### src/rtl/cdlc_defines.svh
// constants for the column dac load control block
// assumes inclusion by bare name from the rtl files
`ifndef CDLC_DEFINES_SVH
`define CDLC_DEFINES_SVH
`define CDLC_CODE_W      10
`define CDLC_CODE_MSB    9
`define CDLC_NUM_CH      6
`define CDLC_SEL_W       3
`define CDLC_SEL_SEQ     3'h7
`define CDLC_SEL_NONE    3'h6
`define CDLC_SEL_LAST    3'h5
`define CDLC_CH_FIRST    3'h0
`define CDLC_CH_LAST     3'h5
`define CDLC_CODE_FULL   10'h3FF
`define CDLC_CODE_RST    10'h000
`define CDLC_FIFO_DEPTH  16
`endif

### src/rtl/cdlc_pkg.sv
// types for the column dac load control block
// assumes cdlc_defines.svh is on the include path
`include "cdlc_defines.svh"
package cdlc_pkg;
  typedef logic [`CDLC_CODE_W-1:0] cdlc_code_t;
  typedef logic [`CDLC_SEL_W-1:0]  cdlc_sel_t;
  typedef enum logic [1:0] {CDLC_SEQ_IDLE, CDLC_SEQ_RUN} cdlc_seq_e;
endpackage

### src/rtl/cdlc_top.sv
// cdlc_top: input capture, channel steering and dac latch control
// for a six-channel column driver. assumes all inputs synchronous to mclk.
//
// Overview of operation
// - video code is ten bits parallel, bit 9 most significant
// - capture on falling edge when phase select low, rising edge when high
// - select 000..101 loads channel 0..5, start/select acts as chip select
// - select 111 loads by sequencer, launched by pulse on start/select
// - sequencer counts 0 up to 5 when direction low, 5 down when high
// - transfer sampled high at rising edge moves staged codes on next fall
// - polarity high gives output above midpoint, low gives below midpoint
// - power-down request high blocks loads, transfers and the sequencer; capture and polarity keep running
// - three-bit select picks input latch together with start/select
// - dac latches are master-slave so all six outputs update together
// - sequenced loading starts on first rising edge after valid start
`timescale 1ns/1ns
`include "cdlc_defines.svh"
module cdlc_top
  import cdlc_pkg::*;
#(
  parameter int NUM_CH = `CDLC_NUM_CH
) (
  input  wire logic [`CDLC_CODE_W-1:0]         video_code_in,
  input  wire logic                            edge_phase_select,
  input  wire logic                            load_direction,
  input  wire logic [`CDLC_SEL_W-1:0]          channel_select,
  input  wire logic                            sequence_start_or_select,
  input  wire logic                            output_transfer_strobe,
  input  wire logic                            polarity_invert,
  input  wire logic                            power_down_request,
  input  wire logic                            mclk,
  input  wire logic                            rst_b,
  output logic [NUM_CH-1:0][`CDLC_CODE_W-1:0]  dac_code,
  output logic [NUM_CH-1:0][`CDLC_CODE_W-1:0]  dac_level,
  output logic                                 polarity_above_mid,
  output logic                                 power_down_active,
  output logic                                 load_overflow
);
  localparam int FW = `CDLC_CODE_W + `CDLC_SEL_W;

  // dual-edge input capture; phase select chooses which copy is used
  cdlc_code_t code_rise_reg;
  cdlc_code_t code_fall_reg;
  cdlc_sel_t  sel_rise_reg;
  cdlc_sel_t  sel_fall_reg;
  logic       cs_rise_reg;
  logic       cs_fall_reg;

  always_ff @(posedge mclk or negedge rst_b)
  begin
    if (!rst_b)
    begin
      code_rise_reg <= `CDLC_CODE_RST;
      sel_rise_reg  <= '0;
      cs_rise_reg   <= 1'b0;
    end
    else
    begin
      code_rise_reg <= video_code_in;
      sel_rise_reg  <= channel_select;
      cs_rise_reg   <= sequence_start_or_select;
    end
  end

  always_ff @(negedge mclk or negedge rst_b)
  begin
    if (!rst_b)
    begin
      code_fall_reg <= `CDLC_CODE_RST;
      sel_fall_reg  <= '0;
      cs_fall_reg   <= 1'b0;
    end
    else
    begin
      code_fall_reg <= video_code_in;
      sel_fall_reg  <= channel_select;
      cs_fall_reg   <= sequence_start_or_select;
    end
  end

  // the selected edge's copy feeds the steering logic in the mclk domain
  wire cdlc_code_t cap_code = edge_phase_select ? code_rise_reg : code_fall_reg;
  wire cdlc_sel_t  cap_sel  = edge_phase_select ? sel_rise_reg : sel_fall_reg;
  wire             cap_cs   = edge_phase_select ? cs_rise_reg : cs_fall_reg;

  // sequencer state
  cdlc_seq_e  seq_state_reg;
  cdlc_seq_e  seq_state_next;
  cdlc_sel_t  seq_ch_reg;
  cdlc_sel_t  seq_ch_next;
  logic       start_prev_reg;
  logic       pd_reg;

  wire seq_mode   = (channel_select == `CDLC_SEL_SEQ);
  wire start_rise = sequence_start_or_select && !start_prev_reg;
  wire cdlc_sel_t seq_first = load_direction ? `CDLC_CH_LAST : `CDLC_CH_FIRST;
  wire cdlc_sel_t seq_end   = load_direction ? `CDLC_CH_FIRST : `CDLC_CH_LAST;
  wire seq_load   = (seq_state_reg == CDLC_SEQ_RUN) && seq_mode;
  wire seq_done   = seq_load && (seq_ch_reg == seq_end);
  // addressed write: codes 110 and 111 are not channels
  wire addr_load  = cap_cs && (cap_sel <= `CDLC_SEL_LAST);

  // sequencer next state; a new start is taken only when idle
  always_comb
  begin
    seq_state_next = seq_state_reg;
    seq_ch_next    = seq_ch_reg;
    case (seq_state_reg)
      CDLC_SEQ_IDLE:
      begin
        if (seq_mode && start_rise)
        begin
          seq_state_next = CDLC_SEQ_RUN;
          seq_ch_next    = seq_first;
        end
      end
      CDLC_SEQ_RUN:
      begin
        if (!seq_mode || seq_done)
          seq_state_next = CDLC_SEQ_IDLE;
        else
          seq_ch_next = load_direction ? seq_ch_reg - 3'h1 : seq_ch_reg + 3'h1;
      end
      default:
        seq_state_next = CDLC_SEQ_IDLE;
    endcase
  end

  always_ff @(posedge mclk or negedge rst_b)
  begin
    if (!rst_b)
    begin
      seq_state_reg  <= CDLC_SEQ_IDLE;
      seq_ch_reg     <= `CDLC_CH_FIRST;
      start_prev_reg <= 1'b0;
      pd_reg         <= 1'b0;
    end
    else
    begin
      seq_state_reg  <= pd_reg ? CDLC_SEQ_IDLE : seq_state_next;
      seq_ch_reg     <= seq_ch_next;
      start_prev_reg <= sequence_start_or_select;
      pd_reg         <= power_down_request;
    end
  end

  // load requests queue through the fifo so a burst of codes is not lost
  wire          wr_valid = !pd_reg && (seq_load || (!seq_mode && addr_load));
  wire cdlc_sel_t wr_ch  = seq_load ? seq_ch_reg : cap_sel;
  wire          wr_ready;
  wire [FW-1:0] rd_data;
  wire          rd_valid;
  logic         xfr_pend_reg;
  // the read side holds still while a transfer is pending, so the staged words do not change
  wire          rd_ready = !xfr_pend_reg;

  cdlc_fifo #(
    .WIDTH (FW),
    .DEPTH (`CDLC_FIFO_DEPTH)
  ) u_fifo (
    .mclk      (mclk),
    .rst_b     (rst_b),
    .in_data   ({wr_ch, cap_code}),
    .in_valid  (wr_valid),
    .in_ready  (wr_ready),
    .out_data  (rd_data),
    .out_valid (rd_valid),
    .out_ready (rd_ready)
  );

  // staging drains one word per cycle; transfer holds the drain off so a
  // transfer always moves a consistent set of staged words
  wire  drain = rd_valid && rd_ready;
  wire cdlc_sel_t rd_ch = rd_data[FW-1 -: `CDLC_SEL_W];
  wire cdlc_code_t rd_code = rd_data[`CDLC_CODE_W-1:0];
  cdlc_code_t stage_reg [NUM_CH];

  // first (master) stage: one staged word per channel
  genvar g;
  generate
    for (g = 0; g < NUM_CH; g++)
    begin : g_stage
      always_ff @(posedge mclk or negedge rst_b)
      begin
        if (!rst_b)
          stage_reg[g] <= `CDLC_CODE_RST;
        else if (drain && rd_ch == `CDLC_SEL_W'(g))
          stage_reg[g] <= rd_code;
      end
    end
  endgenerate

  // transfer strobe sampled at the rising edge
  always_ff @(posedge mclk or negedge rst_b)
  begin
    if (!rst_b)
      xfr_pend_reg <= 1'b0;
    else
      xfr_pend_reg <= output_transfer_strobe && !pd_reg;
  end

  // second (slave) stage loads on the following falling edge, all at once
  always_ff @(negedge mclk or negedge rst_b)
  begin
    if (!rst_b)
    begin
      dac_code  <= '0;
      // code zero sits a full span away from the midpoint
      dac_level <= {NUM_CH{`CDLC_CODE_FULL}};
    end
    else if (xfr_pend_reg)
    begin
      for (int i = 0; i < NUM_CH; i++)
      begin
        dac_code[i]  <= stage_reg[i];
        // distance from midpoint is full scale times (1 - code/1023)
        dac_level[i] <= `CDLC_CODE_FULL - stage_reg[i];
      end
    end
  end

  // status outputs; overflow is sticky until reset
  always_ff @(posedge mclk or negedge rst_b)
  begin
    if (!rst_b)
    begin
      polarity_above_mid <= 1'b0;
      power_down_active  <= 1'b0;
      load_overflow      <= 1'b0;
    end
    else
    begin
      polarity_above_mid <= polarity_invert;
      power_down_active  <= pd_reg;
      load_overflow      <= load_overflow || (wr_valid && !wr_ready);
    end
  end
endmodule

### src/rtl/cdlc_fifo.sv
// cdlc_fifo: synchronous fifo with valid/ready on both sides
// assumes one clock and an active-low asynchronous reset
`timescale 1ns/1ns
module cdlc_fifo #(
  parameter int WIDTH = 13,
  parameter int DEPTH = 16
) (
  input  wire logic             mclk,
  input  wire logic             rst_b,
  input  wire logic [WIDTH-1:0] in_data,
  input  wire logic             in_valid,
  output logic                  in_ready,
  output logic [WIDTH-1:0]      out_data,
  output logic                  out_valid,
  input  wire logic             out_ready
);
  localparam int AW = $clog2(DEPTH);
  logic [WIDTH-1:0] mem [DEPTH];
  logic [AW-1:0]    wr_ptr_reg;
  logic [AW-1:0]    rd_ptr_reg;
  logic [AW:0]      count_reg;
  wire              push;
  wire              pop;

  // honest flags taken straight from the occupancy count
  assign in_ready  = (count_reg != (AW+1)'(DEPTH));
  assign out_valid = (count_reg != '0);
  assign out_data  = mem[rd_ptr_reg];
  assign push      = in_valid && in_ready;
  assign pop       = out_valid && out_ready;

  // storage has no reset, only the pointers and the count do
  always_ff @(posedge mclk)
  begin
    if (push)
      mem[wr_ptr_reg] <= in_data;
  end

  // pointers wrap at depth, which need not be a power of two
  always_ff @(posedge mclk or negedge rst_b)
  begin
    if (!rst_b)
    begin
      wr_ptr_reg <= '0;
      rd_ptr_reg <= '0;
      count_reg  <= '0;
    end
    else
    begin
      if (push)
        wr_ptr_reg <= (wr_ptr_reg == AW'(DEPTH-1)) ? '0 : wr_ptr_reg + 1'b1;
      if (pop)
        rd_ptr_reg <= (rd_ptr_reg == AW'(DEPTH-1)) ? '0 : rd_ptr_reg + 1'b1;
      count_reg <= count_reg + (AW+1)'(push) - (AW+1)'(pop);
    end
  end
endmodule

### config.mk
export PLATFORM = sky130hd
export DESIGN_NAME = cdlc_top
export DESIGN_NICKNAME = d
export VERILOG_FILES = /design/src/rtl/cdlc_pkg.sv /design/src/rtl/cdlc_top.sv /design/src/rtl/cdlc_fifo.sv
export VERILOG_INCLUDE_DIRS = /design/src /design/src/rtl
export SDC_FILE = /design/constraint.sdc
export NUM_CORES = 1
export LEC_CHECK = 0
export BUFFER_PORTS_ARGS = -buffer_cell sky130_fd_sc_hd__buf_2
export CAP_MARGIN = 0
export CORE_MARGIN = 1
export CORE_UTILIZATION = 45
export CTS_BUF_LIST = sky130_fd_sc_hd__clkbuf_8
export DETAILED_ROUTE_END_ITERATION = 7
export PLACE_DENSITY = 0.74
export REMOVE_ABC_BUFFERS = 1
export SLEW_MARGIN = 20
export SYNTH_ARGS = -nofsm -noshare
export SYNTH_HDL_FRONTEND = slang
export SYNTH_SLANG_ARGS = --single-unit
### constraint.sdc
create_clock -name mclk -period 3.15 [get_ports mclk]
set_input_delay 0.1575 -clock mclk [delete_from_list [all_inputs] [get_ports mclk]]
set_output_delay 0.1575 -clock mclk [all_outputs]
set_load 0.02 [all_outputs]
; Word-level counts from Yosys, hierarchy flattened
; Memories as Yosys holds them, arrays and structs flattened.
; Index checks and enable logic that the tools add are counted.
[op_classes]
n_addsub = 12
n_lt_le_gt_ge = 1
n_mux = 18
reduce_logical = 31
n_eq_ne = 15
[op_table]
columns = operator, count
row1 = $sub A10 B10 Y10 const A, 6
row2 = $mux W3, 7
row3 = $logic_and A1 B1 Y1, 17
row4 = $mux W10, 1
row5 = $eq A3 B3 Y1 const B, 3
row6 = $add A4 B1 Y4 const B, 2
row7 = $eq A4 B4 Y1 const B, 2
row8 = $mux W4, 2
row9 = $eq A3 B2 Y1 const B, 2
row10 = $mux W2, 3
row11 = $ne A3 B3 Y1 const B, 2
row12 = $pmux W3 S2, 1
row13 = $add A5 B1 Y5, 1
row14 = $logic_not A1 Y1, 5
row15 = $ne A5 B5 Y1 const B, 1
row16 = $reduce_bool A5 Y1, 1
row17 = $sub A5 B1 Y5, 1
row18 = $ne A2 B2 Y1 const B, 2
row19 = $pmux W2 S2, 1
row20 = $add A3 B1 Y3 const B, 1
row21 = $eq A3 B1 Y1 const B, 1
row22 = $eq A3 B3 Y1, 1
row23 = $le A3 B3 Y1 const B, 1
row24 = $logic_not A3 Y1, 1
row25 = other kinds (8), 12
[totals]
mem_bits_rw = 208
input_bits = 21
word_cells = 112
regBits = 231
n_memories = 1
[mem_list]
columns = memory, words, word_bits, read_ports, rd_ports_with_merged_regs, write_ports, line
row1 = u_fifo.mem, 16, 13, 1, 0, 1, cdlc_fifo.sv:18  ; logic [WIDTH-1:0] mem [DEPTH];

; Depth between registers and ports, before layout
; Gate-level depths: netlist (run 1).
[logic_depth]
word_depth = 9
ltp_mapped = 14
ltp_nobuf = 14

; Cells and area by module
; Synthesis (run 1) repeated with hierarchy kept, for this count alone.
[hier_totals]
cells_unflattened = 999
area_unflattened_um2 = 16901.2
[by_module_without_submodules]
columns = module, cells_per_inst, area_each_um2, seq_area_each_um2, instances
row1 = cdlc_fifo, 444, 8827.2, 6571.3, 1
row2 = cdlc_top, 555, 8074.0, 5505.3, 1

==> metrics.log, run 1 <==
[metrics] sequential power share: 0.421
[metrics] FFs w/ async S/R, synth: 0.5251
[metrics] Clk Latency, worst-skew pair: 0.62 ns
[metrics] internal power of the cells: 13340 uW
[metrics] setup total negative slack: -78.45 ns
[metrics] final hold violation count: 0
[metrics] number of DRC violations after detailed-routing iteration 0: 614
[metrics] antenna violations before repair: 1
[metrics] setup clock skew after layout: 0.06489 ns
[metrics] YS warnings: 0
[metrics] number of routed nets with antenna violations: 0
[metrics] peak fanout along the critical path: 2
[metrics] type of the most critical hold path: primary input to asynchronous set/reset pin
[metrics] required time worst endpoint: 3.64 ns
[metrics] share of the synthesized area in compound gates (AO/OA/AOI/OAI): 0.04045
[metrics] number of flip-flops under the largest register name: 208
[metrics] CTS tree: yes
[metrics] launching element type of the critical path: flop
[metrics] simple-gate area share of the yosys netlist: 0.04289
[metrics] sequential-to-total area share from yosys stat: 0.7137
[metrics] area of the core: 36790 um2
[metrics] violations in the final reports: setup timing
[metrics] count of flip-flops with a built-in enable after synthesis: 208
[metrics] Initial Utilization: 0.4600
[metrics] endpoint kind of the worst setup timing path: flop
[metrics] buffer and inverter count on the worst path: 2
[metrics] clk slew on worst S/H paths: 0.06 ns
[metrics] vertical die dimension: 195.9 um
[metrics] drc violations: 0
[metrics] cell with the most instances on the worst path: nor2_1
[metrics] post-synthesis average cell area: 16.80 um2
[metrics] Yosys cell types: 48
[metrics] reg2reg setup slack: -0.47 ns
[metrics] Worst R2R Start: sel_fall_reg[2]$_DFF_NN0_
[metrics] # port buffers: 143
[metrics] Net Sw Frac: 0.3578
[metrics] share of power burned in combinational logic: 0.328
[metrics] gp weighted congestion: 0.8532
[metrics] cell family contributing the most delay on the critical path: simple AND/OR/NAND/NOR gates
[metrics] pin count of the biggest net entering global routing: 55
[metrics] transition at the pin with the smallest max-transition slack: 1.088 ns
[metrics] setup repair after global routing missed its margin: yes
[metrics] top-level port count: 144
[metrics] instance area at placement: 18750 um2
[metrics] largest reg by FF count: u_fifo.mem
[metrics] number of nets in the layout: 1355
[metrics] slowest cell on the critical path: fa_2
[metrics] vias: 9936
[metrics] wire length of the first global-routing pass: 58.73 mm
[metrics] Num Clock Sinks: 438
[metrics] post-synthesis to final-layout area growth: 22.64%
[metrics] clock network fraction of total power: 0.250
[metrics] total routed wirelength: 37.70 mm
[metrics] number of synthesized register bits: 438
[metrics] number of max-capacitance violations reported: 0
[metrics] Slew headroom: 0.2731
[metrics] xor and xnor fraction of the mapped netlist area: 0.003106
[metrics] number of diodes: 0
[metrics] number of cells produced by synthesis: 1007
[metrics] fraction of synthesized area in multiplexers: 0.1695
[metrics] H-tree depth: 3
[metrics] buffer depth of the longest clock path: 3
[metrics] number of buffers added by the clock tree synthesis step: 73
[metrics] count of placed standard cells including taps: 1631
[metrics] total of endpoints with negative setup slack in the final report: 212
[metrics] Vias per Instance: 5.377
[metrics] post-route setup slack: -0.4683 ns
[metrics] category of the most critical setup path: flop to flop
[metrics] dominant combinational cell family by area after synthesis: multiplexers
[metrics] count of placed standard cells in the final layout, fillers left out: 1848
[metrics] Pwr Total: 20770 uW
[metrics] die width: 195.9 um
[metrics] highest ir drop seen on vdd: 0.0003732 V
[metrics] Post-Layout Inst Area: 20750 um2
[metrics] arithmetic-cell share of the synthesized area counting full adders, half adders and majority gates: 0.01050
[metrics] final count of pins violating max slew: 0
[metrics] Stages on worst setup path: 12
[metrics] series of cell instances along the critical path: nand2_1, nand3b_1, a311oi_2, and2_4, ha_4, inv_2, fa_2, inv_1, a21oi_1, nor2_1, nor2_1, xnor2_1
[metrics] run status: complete, but fails checks
[metrics] flip-flop cell with the highest count after synthesis: edfxtp_1
[metrics] R2R depth: 12
[metrics] detailed placer's ending HPWL: 24.89 mm
[metrics] launch point of the critical path: sel_fall_reg[2]$_DFF_NN0_
[metrics] share of post-route cells with drive strength above 1: 0.4022
[metrics] static leakage: 0.008542 uW
[metrics] switching pwr: 7431 uW
[metrics] summed instance area of the synthesized netlist: 16920 um2
[metrics] arrival time worst endpoint: 4.11 ns
[metrics] Detailed Routing Iterations Pass 1: 5
[metrics] Final Core Density: 0.5641
[metrics] Pwr per Cell Area: 1001 nW/um2
[metrics] Die ar.: 38380 um2
[metrics] Overflow after GRT: 0
[metrics] clk root buf: clkbuf_8
[metrics] average wire per cell in the routed design: 20.40 um
[metrics] number of global-route vias before repair: 10050
[metrics] GRT Util Overall: 0.2021
[metrics] worst stage delay on the critical path: 0.36 ns
[metrics] number of placement rows: 70
## area by class of cell
| class | instances | area, um2 |
|---|---|---|
| multi-input combinational | 485 | 4602 |
| tap | 468 | 585.6 |
| clock inverter | 114 | 573.1 |
| inverter | 33 | 123.9 |
| sequential | 438 | 12080 |
| timing repair buffer | 230 | 1680 |
| clock buffer | 80 | 1101 |
| fill | 2842 | 16040 |
## worst paths after layout
path / end
setup / recovery: u_fifo.count_reg[4]$_DFF_PN0_
hold / removal: xfr_pend_reg$_DFF_PN0_
setup reg to reg: u_fifo.count_reg[4]$_DFF_PN0_
hold reg to reg: dac_code[18]$_DFFE_NN0P_
max in group asynchronous: dac_level[24]$_DFFE_NN1P_
min in group mclk: code_rise_reg[6]$_DFF_PN0_
## cells by family (layout without fill, tap and decap cells)
| group | count (synthesis) | after routing |
|---|---|---|
| flip-flops | 438 | 438 |
| multiplexers | 230 | 230 |
| AND/OR/NAND/NOR | 128 | 128 |
| AO/OA/AOI/OAI | 108 | 108 |
| buffers and inverters | 84 | 457 |
| adder cells (fa/ha/maj) | 13 | 13 |
| XOR/XNOR | 6 | 6 |
## power groups by stage
stage	Clock (uW)	Combinational [uW]	Sequential, uW
final	5200	6820	8750
after global routing	5630	7340	8930
after CTS	5330	6840	8760
after detailed placement	118	6720	8830
after global placement	118	6540	8750
after floorplan	118	3330	9680
## layer usage
layer / track usage / share of wire / up-vias
met4: 0.08970 / 0.029 / 0
met1: 0.2803 / 0.44 / 5059
met2: 0.3079 / 0.47 / 371
met3: 0.04384 / 0.066 / 68
met5: 0 / 0 / -
li1: - / - / 4438
## cells in the final DEF, fill, tap and decap left out, types with 3 or more instances in the layout
master	instances
edfxtp_1	208
buf_2	142
mux2_2	130
inv_1	114
dfrtp_1	94
clkbuf_8	80
dfrtn_1	74
mux2i_1	66
dfstp_2	60
nor2_1	51
a21oi_1	49
buf_4	42
mux4_2	32
nand2_1	22
a221oi_1	20
dlygate4sd3_1	20
buf_12	18
o21ai_0	15
a22oi_1	10
ha_1	10
nand3_1	9
clkinv_1	9
and4b_1	8
nor2b_1	7
buf_6	7
clkinvlp_2	6
and4_1	5
clkinv_2	5
xnor2_1	4
nor4bb_4	4
nor3_4	4
nand4_1	3
a21o_1	3
nor3b_1	3
a31oi_1	3
nor3_1	3
inv_8	3
clkinvlp_4	3
## cell usage after synthesis, types with 5 or more instances
cell / n / area (um2)
dfstp_2: 60 / 1577
o21ai_0: 15 / 75.07
dfrtp_1: 96 / 2402
nand2_1: 22 / 82.58
clkbuf_1: 29 / 108.9
inv_1: 34 / 127.6
and4_1: 6 / 52.55
buf_2: 10 / 50.05
mux4_2: 32 / 720.7
nor2b_1: 7 / 43.79
edfxtp_1: 208 / 6246
nor2_1: 51 / 191.4
mux2_2: 130 / 1464
ha_1: 11 / 137.6
dfrtn_1: 74 / 1852
and4b_1: 8 / 80.08
mux2i_1: 66 / 660.6
buf_1: 10 / 37.54
nand3_1: 9 / 45.04
xnor2_1: 5 / 43.79
a22oi_1: 10 / 75.07
a21oi_1: 49 / 245.2
a221oi_1: 20 / 175.2
## per-stage QoR
stage / hold WS [ns] / setup slack [ns]
2_1_floorplan: -0.1381 / -2.487
3_3_place_gp: 0.07327 / -0.5432
3_5_place_dp: 0.07512 / -0.6721
4_1_cts: 0.006408 / -0.4188
5_1_grt: 0.03544 / -0.5726
6_report: 0.03474 / -0.4683
## repair_timing
action                                 CTS  global route
resized for setup                       24             2
endpoints found under the hold margin   63             0
hold buffers                            20             0
pin swaps                                9             5
setup endpoints to repair              212           222
cloned                                   2             0
buffers inserted                         2             1
No activity file was read; power rests on OpenSTA's default activity.
==> run 2: changes to the inputs <==
--- a/config.mk
+++ b/config.mk
@@ -8,11 +8,14 @@
 export LEC_CHECK = 0
 export BUFFER_PORTS_ARGS = -buffer_cell sky130_fd_sc_hd__buf_2
 export CAP_MARGIN = 0
+export CELL_PAD_IN_SITES_DETAIL_PLACEMENT = 0
+export CELL_PAD_IN_SITES_GLOBAL_PLACEMENT = 1
 export CORE_MARGIN = 1
 export CORE_UTILIZATION = 45
 export CTS_BUF_LIST = sky130_fd_sc_hd__clkbuf_8
+export CTS_CLUSTER_SIZE = 30
 export DETAILED_ROUTE_END_ITERATION = 7
-export PLACE_DENSITY = 0.74
+export PLACE_DENSITY = 0.83
 export REMOVE_ABC_BUFFERS = 1
 export SLEW_MARGIN = 20
 export SYNTH_ARGS = -nofsm -noshare
==> metrics.log, run 2 (synthesis gave the netlist of run 1 again) <==
[metrics] footprint of the multi-input gates: 4599 um2
[metrics] run status: complete, but fails checks
[metrics] buffer depth of the longest clock path: 3
[metrics] number of flip-flops under the largest register name: 208
[metrics] top-level port count: 144
[metrics] Detailed Routing Iterations Pass 1: 5
[metrics] die width: 195.9 um
[metrics] commonest non-fill, non-tap cells in the layout: 208 x edfxtp_1, 142 x buf_2, 130 x mux2_2
[metrics] static leakage: 0.008580 uW
[metrics] type of the most critical hold path: primary input to asynchronous set/reset pin
[metrics] post-synthesis to final-layout area growth: 23.14%
[metrics] antenna violations before repair: 0
[metrics] gp weighted congestion: 0.8358
[metrics] clk root buf: clkbuf_8
[metrics] number of nets in the layout: 1354
[metrics] total of endpoints with negative setup slack in the final report: 212
[metrics] Sequential cell area: 12080 um2
[metrics] setup clock skew after layout: 0.06595 ns
[metrics] pin count of the biggest net entering global routing: 55
[metrics] # port buffers: 143
[metrics] number of DRC violations after detailed-routing iteration 0: 683
[metrics] number of filler cells placed in the layout: 2811
[metrics] category of the most critical setup path: flop to flop
[metrics] number of routed nets with antenna violations: 0
[metrics] Slew headroom: 0.3358
[metrics] H-tree depth: 3
[metrics] share of power burned in combinational logic: 0.319
[metrics] Net Sw Frac: 0.3489
[metrics] Overflow after GRT: 0
[metrics] Num Clock Sinks: 438
[metrics] number of buffers added by the clock tree synthesis step: 72
[metrics] final count of pins violating max slew: 0
[metrics] Pwr per Cell Area: 1013 nW/um2
[metrics] detailed placer's ending HPWL: 24.76 mm
[metrics] Vias per Instance: 5.340
[metrics] internal power of the cells: 13740 uW
[metrics] most common library cell in the layout ignoring fill and taps: edfxtp_1
[metrics] required time worst endpoint: 3.64 ns
[metrics] share of post-route cells with drive strength above 1: 0.4042
[metrics] Initial Utilization: 0.4600
[metrics] drc violations: 0
[metrics] arrival time worst endpoint: 4.08 ns
[metrics] largest reg by FF count: u_fifo.mem
[metrics] post-route setup slack: -0.4365 ns
[metrics] endpoint kind of the worst setup timing path: flop
[metrics] sequential power share: 0.417
[metrics] wire length of the first global-routing pass: 57.86 mm
[metrics] number of diodes: 0
[metrics] CTS tree: yes
[metrics] total routed wirelength: 37.47 mm
[metrics] clk slew on worst S/H paths: 0.06 ns
[metrics] setup repair after global routing missed its margin: yes
[metrics] number of max-capacitance violations reported: 0
[metrics] vias: 9858
[metrics] GRT Util Overall: 0.2005
[metrics] number of placement rows: 70
[metrics] transition at the pin with the smallest max-transition slack: 0.9963 ns
[metrics] violations in the final reports: setup timing
[metrics] setup total negative slack: -71.35 ns
[metrics] clock network fraction of total power: 0.264
[metrics] launching element type of the critical path: flop
[metrics] vertical die dimension: 195.9 um
[metrics] number of global-route vias before repair: 9843
[metrics] final hold violation count: 0
[metrics] Die ar.: 38380 um2
[metrics] Clk Latency, worst-skew pair: 0.62 ns
[metrics] peak fanout along the critical path: 2
[metrics] switching pwr: 7362 uW
[metrics] highest ir drop seen on vdd: 0.0003925 V
[metrics] average wire per cell in the routed design: 20.30 um
[metrics] Pwr Total: 21100 uW
[metrics] area of the core: 36790 um2
run 2: power by group through the flow:
stage	logic, uW	registers [uW]	clock network, uW
global route	7240	8980	6010
finish	6740	8790	5570
CTS	6790	8800	5710
detailed placement	6670	8870	118
floorplan	3330	9680	118
global placement	6520	8810	118
run 2: final cells by class:
type | instances | share of cell area
Clock buffer | 75 | 0.04954
Clock inverter | 117 | 0.03531
Inverter | 33 | 0.005945
Multi-Input combinational cell | 485 | 0.2208
Sequential cell | 438 | 0.5800
Tap cell | 468 | 0.02810
Timing Repair Buffer | 230 | 0.08035
run 2: path summary, 6_finish.rpt:
kind                                                 from                               end  slack (ns)  depth (start not counted)
max in group asynchronous                           rst_b        code_fall_reg[0]$_DFF_NN0_        0.92                          3
worst min register to register    dac_code[1]$_DFFE_NN0P_           dac_code[1]$_DFFE_NN0P_        0.45                          1
worst min-delay path                                rst_b  u_fifo.rd_ptr_reg[1]$_DFFE_PN0P_        0.04                          2
worst max-delay path            sel_fall_reg[2]$_DFF_NN0_     u_fifo.count_reg[4]$_DFF_PN0_       -0.44                         12
worst max register to register  sel_fall_reg[2]$_DFF_NN0_     u_fifo.count_reg[4]$_DFF_PN0_       -0.44                         12
min in group mclk                        video_code_in[7]        code_rise_reg[7]$_DFF_PN0_        0.19                          2
run 2: metrics by stage:
| stage | instance area (um2) | instances | util | worst slack [ns] | hold slack, ns |
|---|---|---|---|---|---|
| after global placement | 18740 | 1629 | 0.5094 | -0.5446 | 0.06619 |
| after detailed placement | 18740 | 1629 | 0.5094 | -0.5816 | 0.06924 |
| after CTS | 20820 | 1845 | 0.5660 | -0.4017 | 0.006153 |
| after floorplan | 16710 | 957 | - | -2.487 | -0.1381 |
| after global routing | 20840 | 1846 | 0.5664 | -0.5368 | 0.03044 |
| final | 20840 | 1846 | 0.5664 | -0.4365 | 0.03886 |
run 2: critical path: stages, from the launching register on:
cell and delay [ns]:
dfrtn_1 0.35, nand2_1 0.06, nand3b_1 0.10, a311oi_2 0.32
and2_4 0.21, ha_4 0.13, inv_2 0.04, fa_2 0.37
inv_2 0.07, a21oi_2 0.04, nor2_1 0.09, nor2_1 0.06
xnor2_1 0.11
run 2: what timing repair did:
action	in CTS	in global routing
endpoints found under the setup margin	212	212
gates cloned	4	0
pin swaps	12	7
gates resized for setup	25	3
setup buffers	2	1
hold buffers	19	0
hold endpoints to repair	114	0
run 2: per-layer routing:
metal	track usage	routed length, um	vias to the layer above
met5	0	0	-
met4	0.08304	1088	0
met3	0.04332	2301	65
met2	0.2999	17070	370
met1	0.2858	17000	4984
li1	-	-	4439
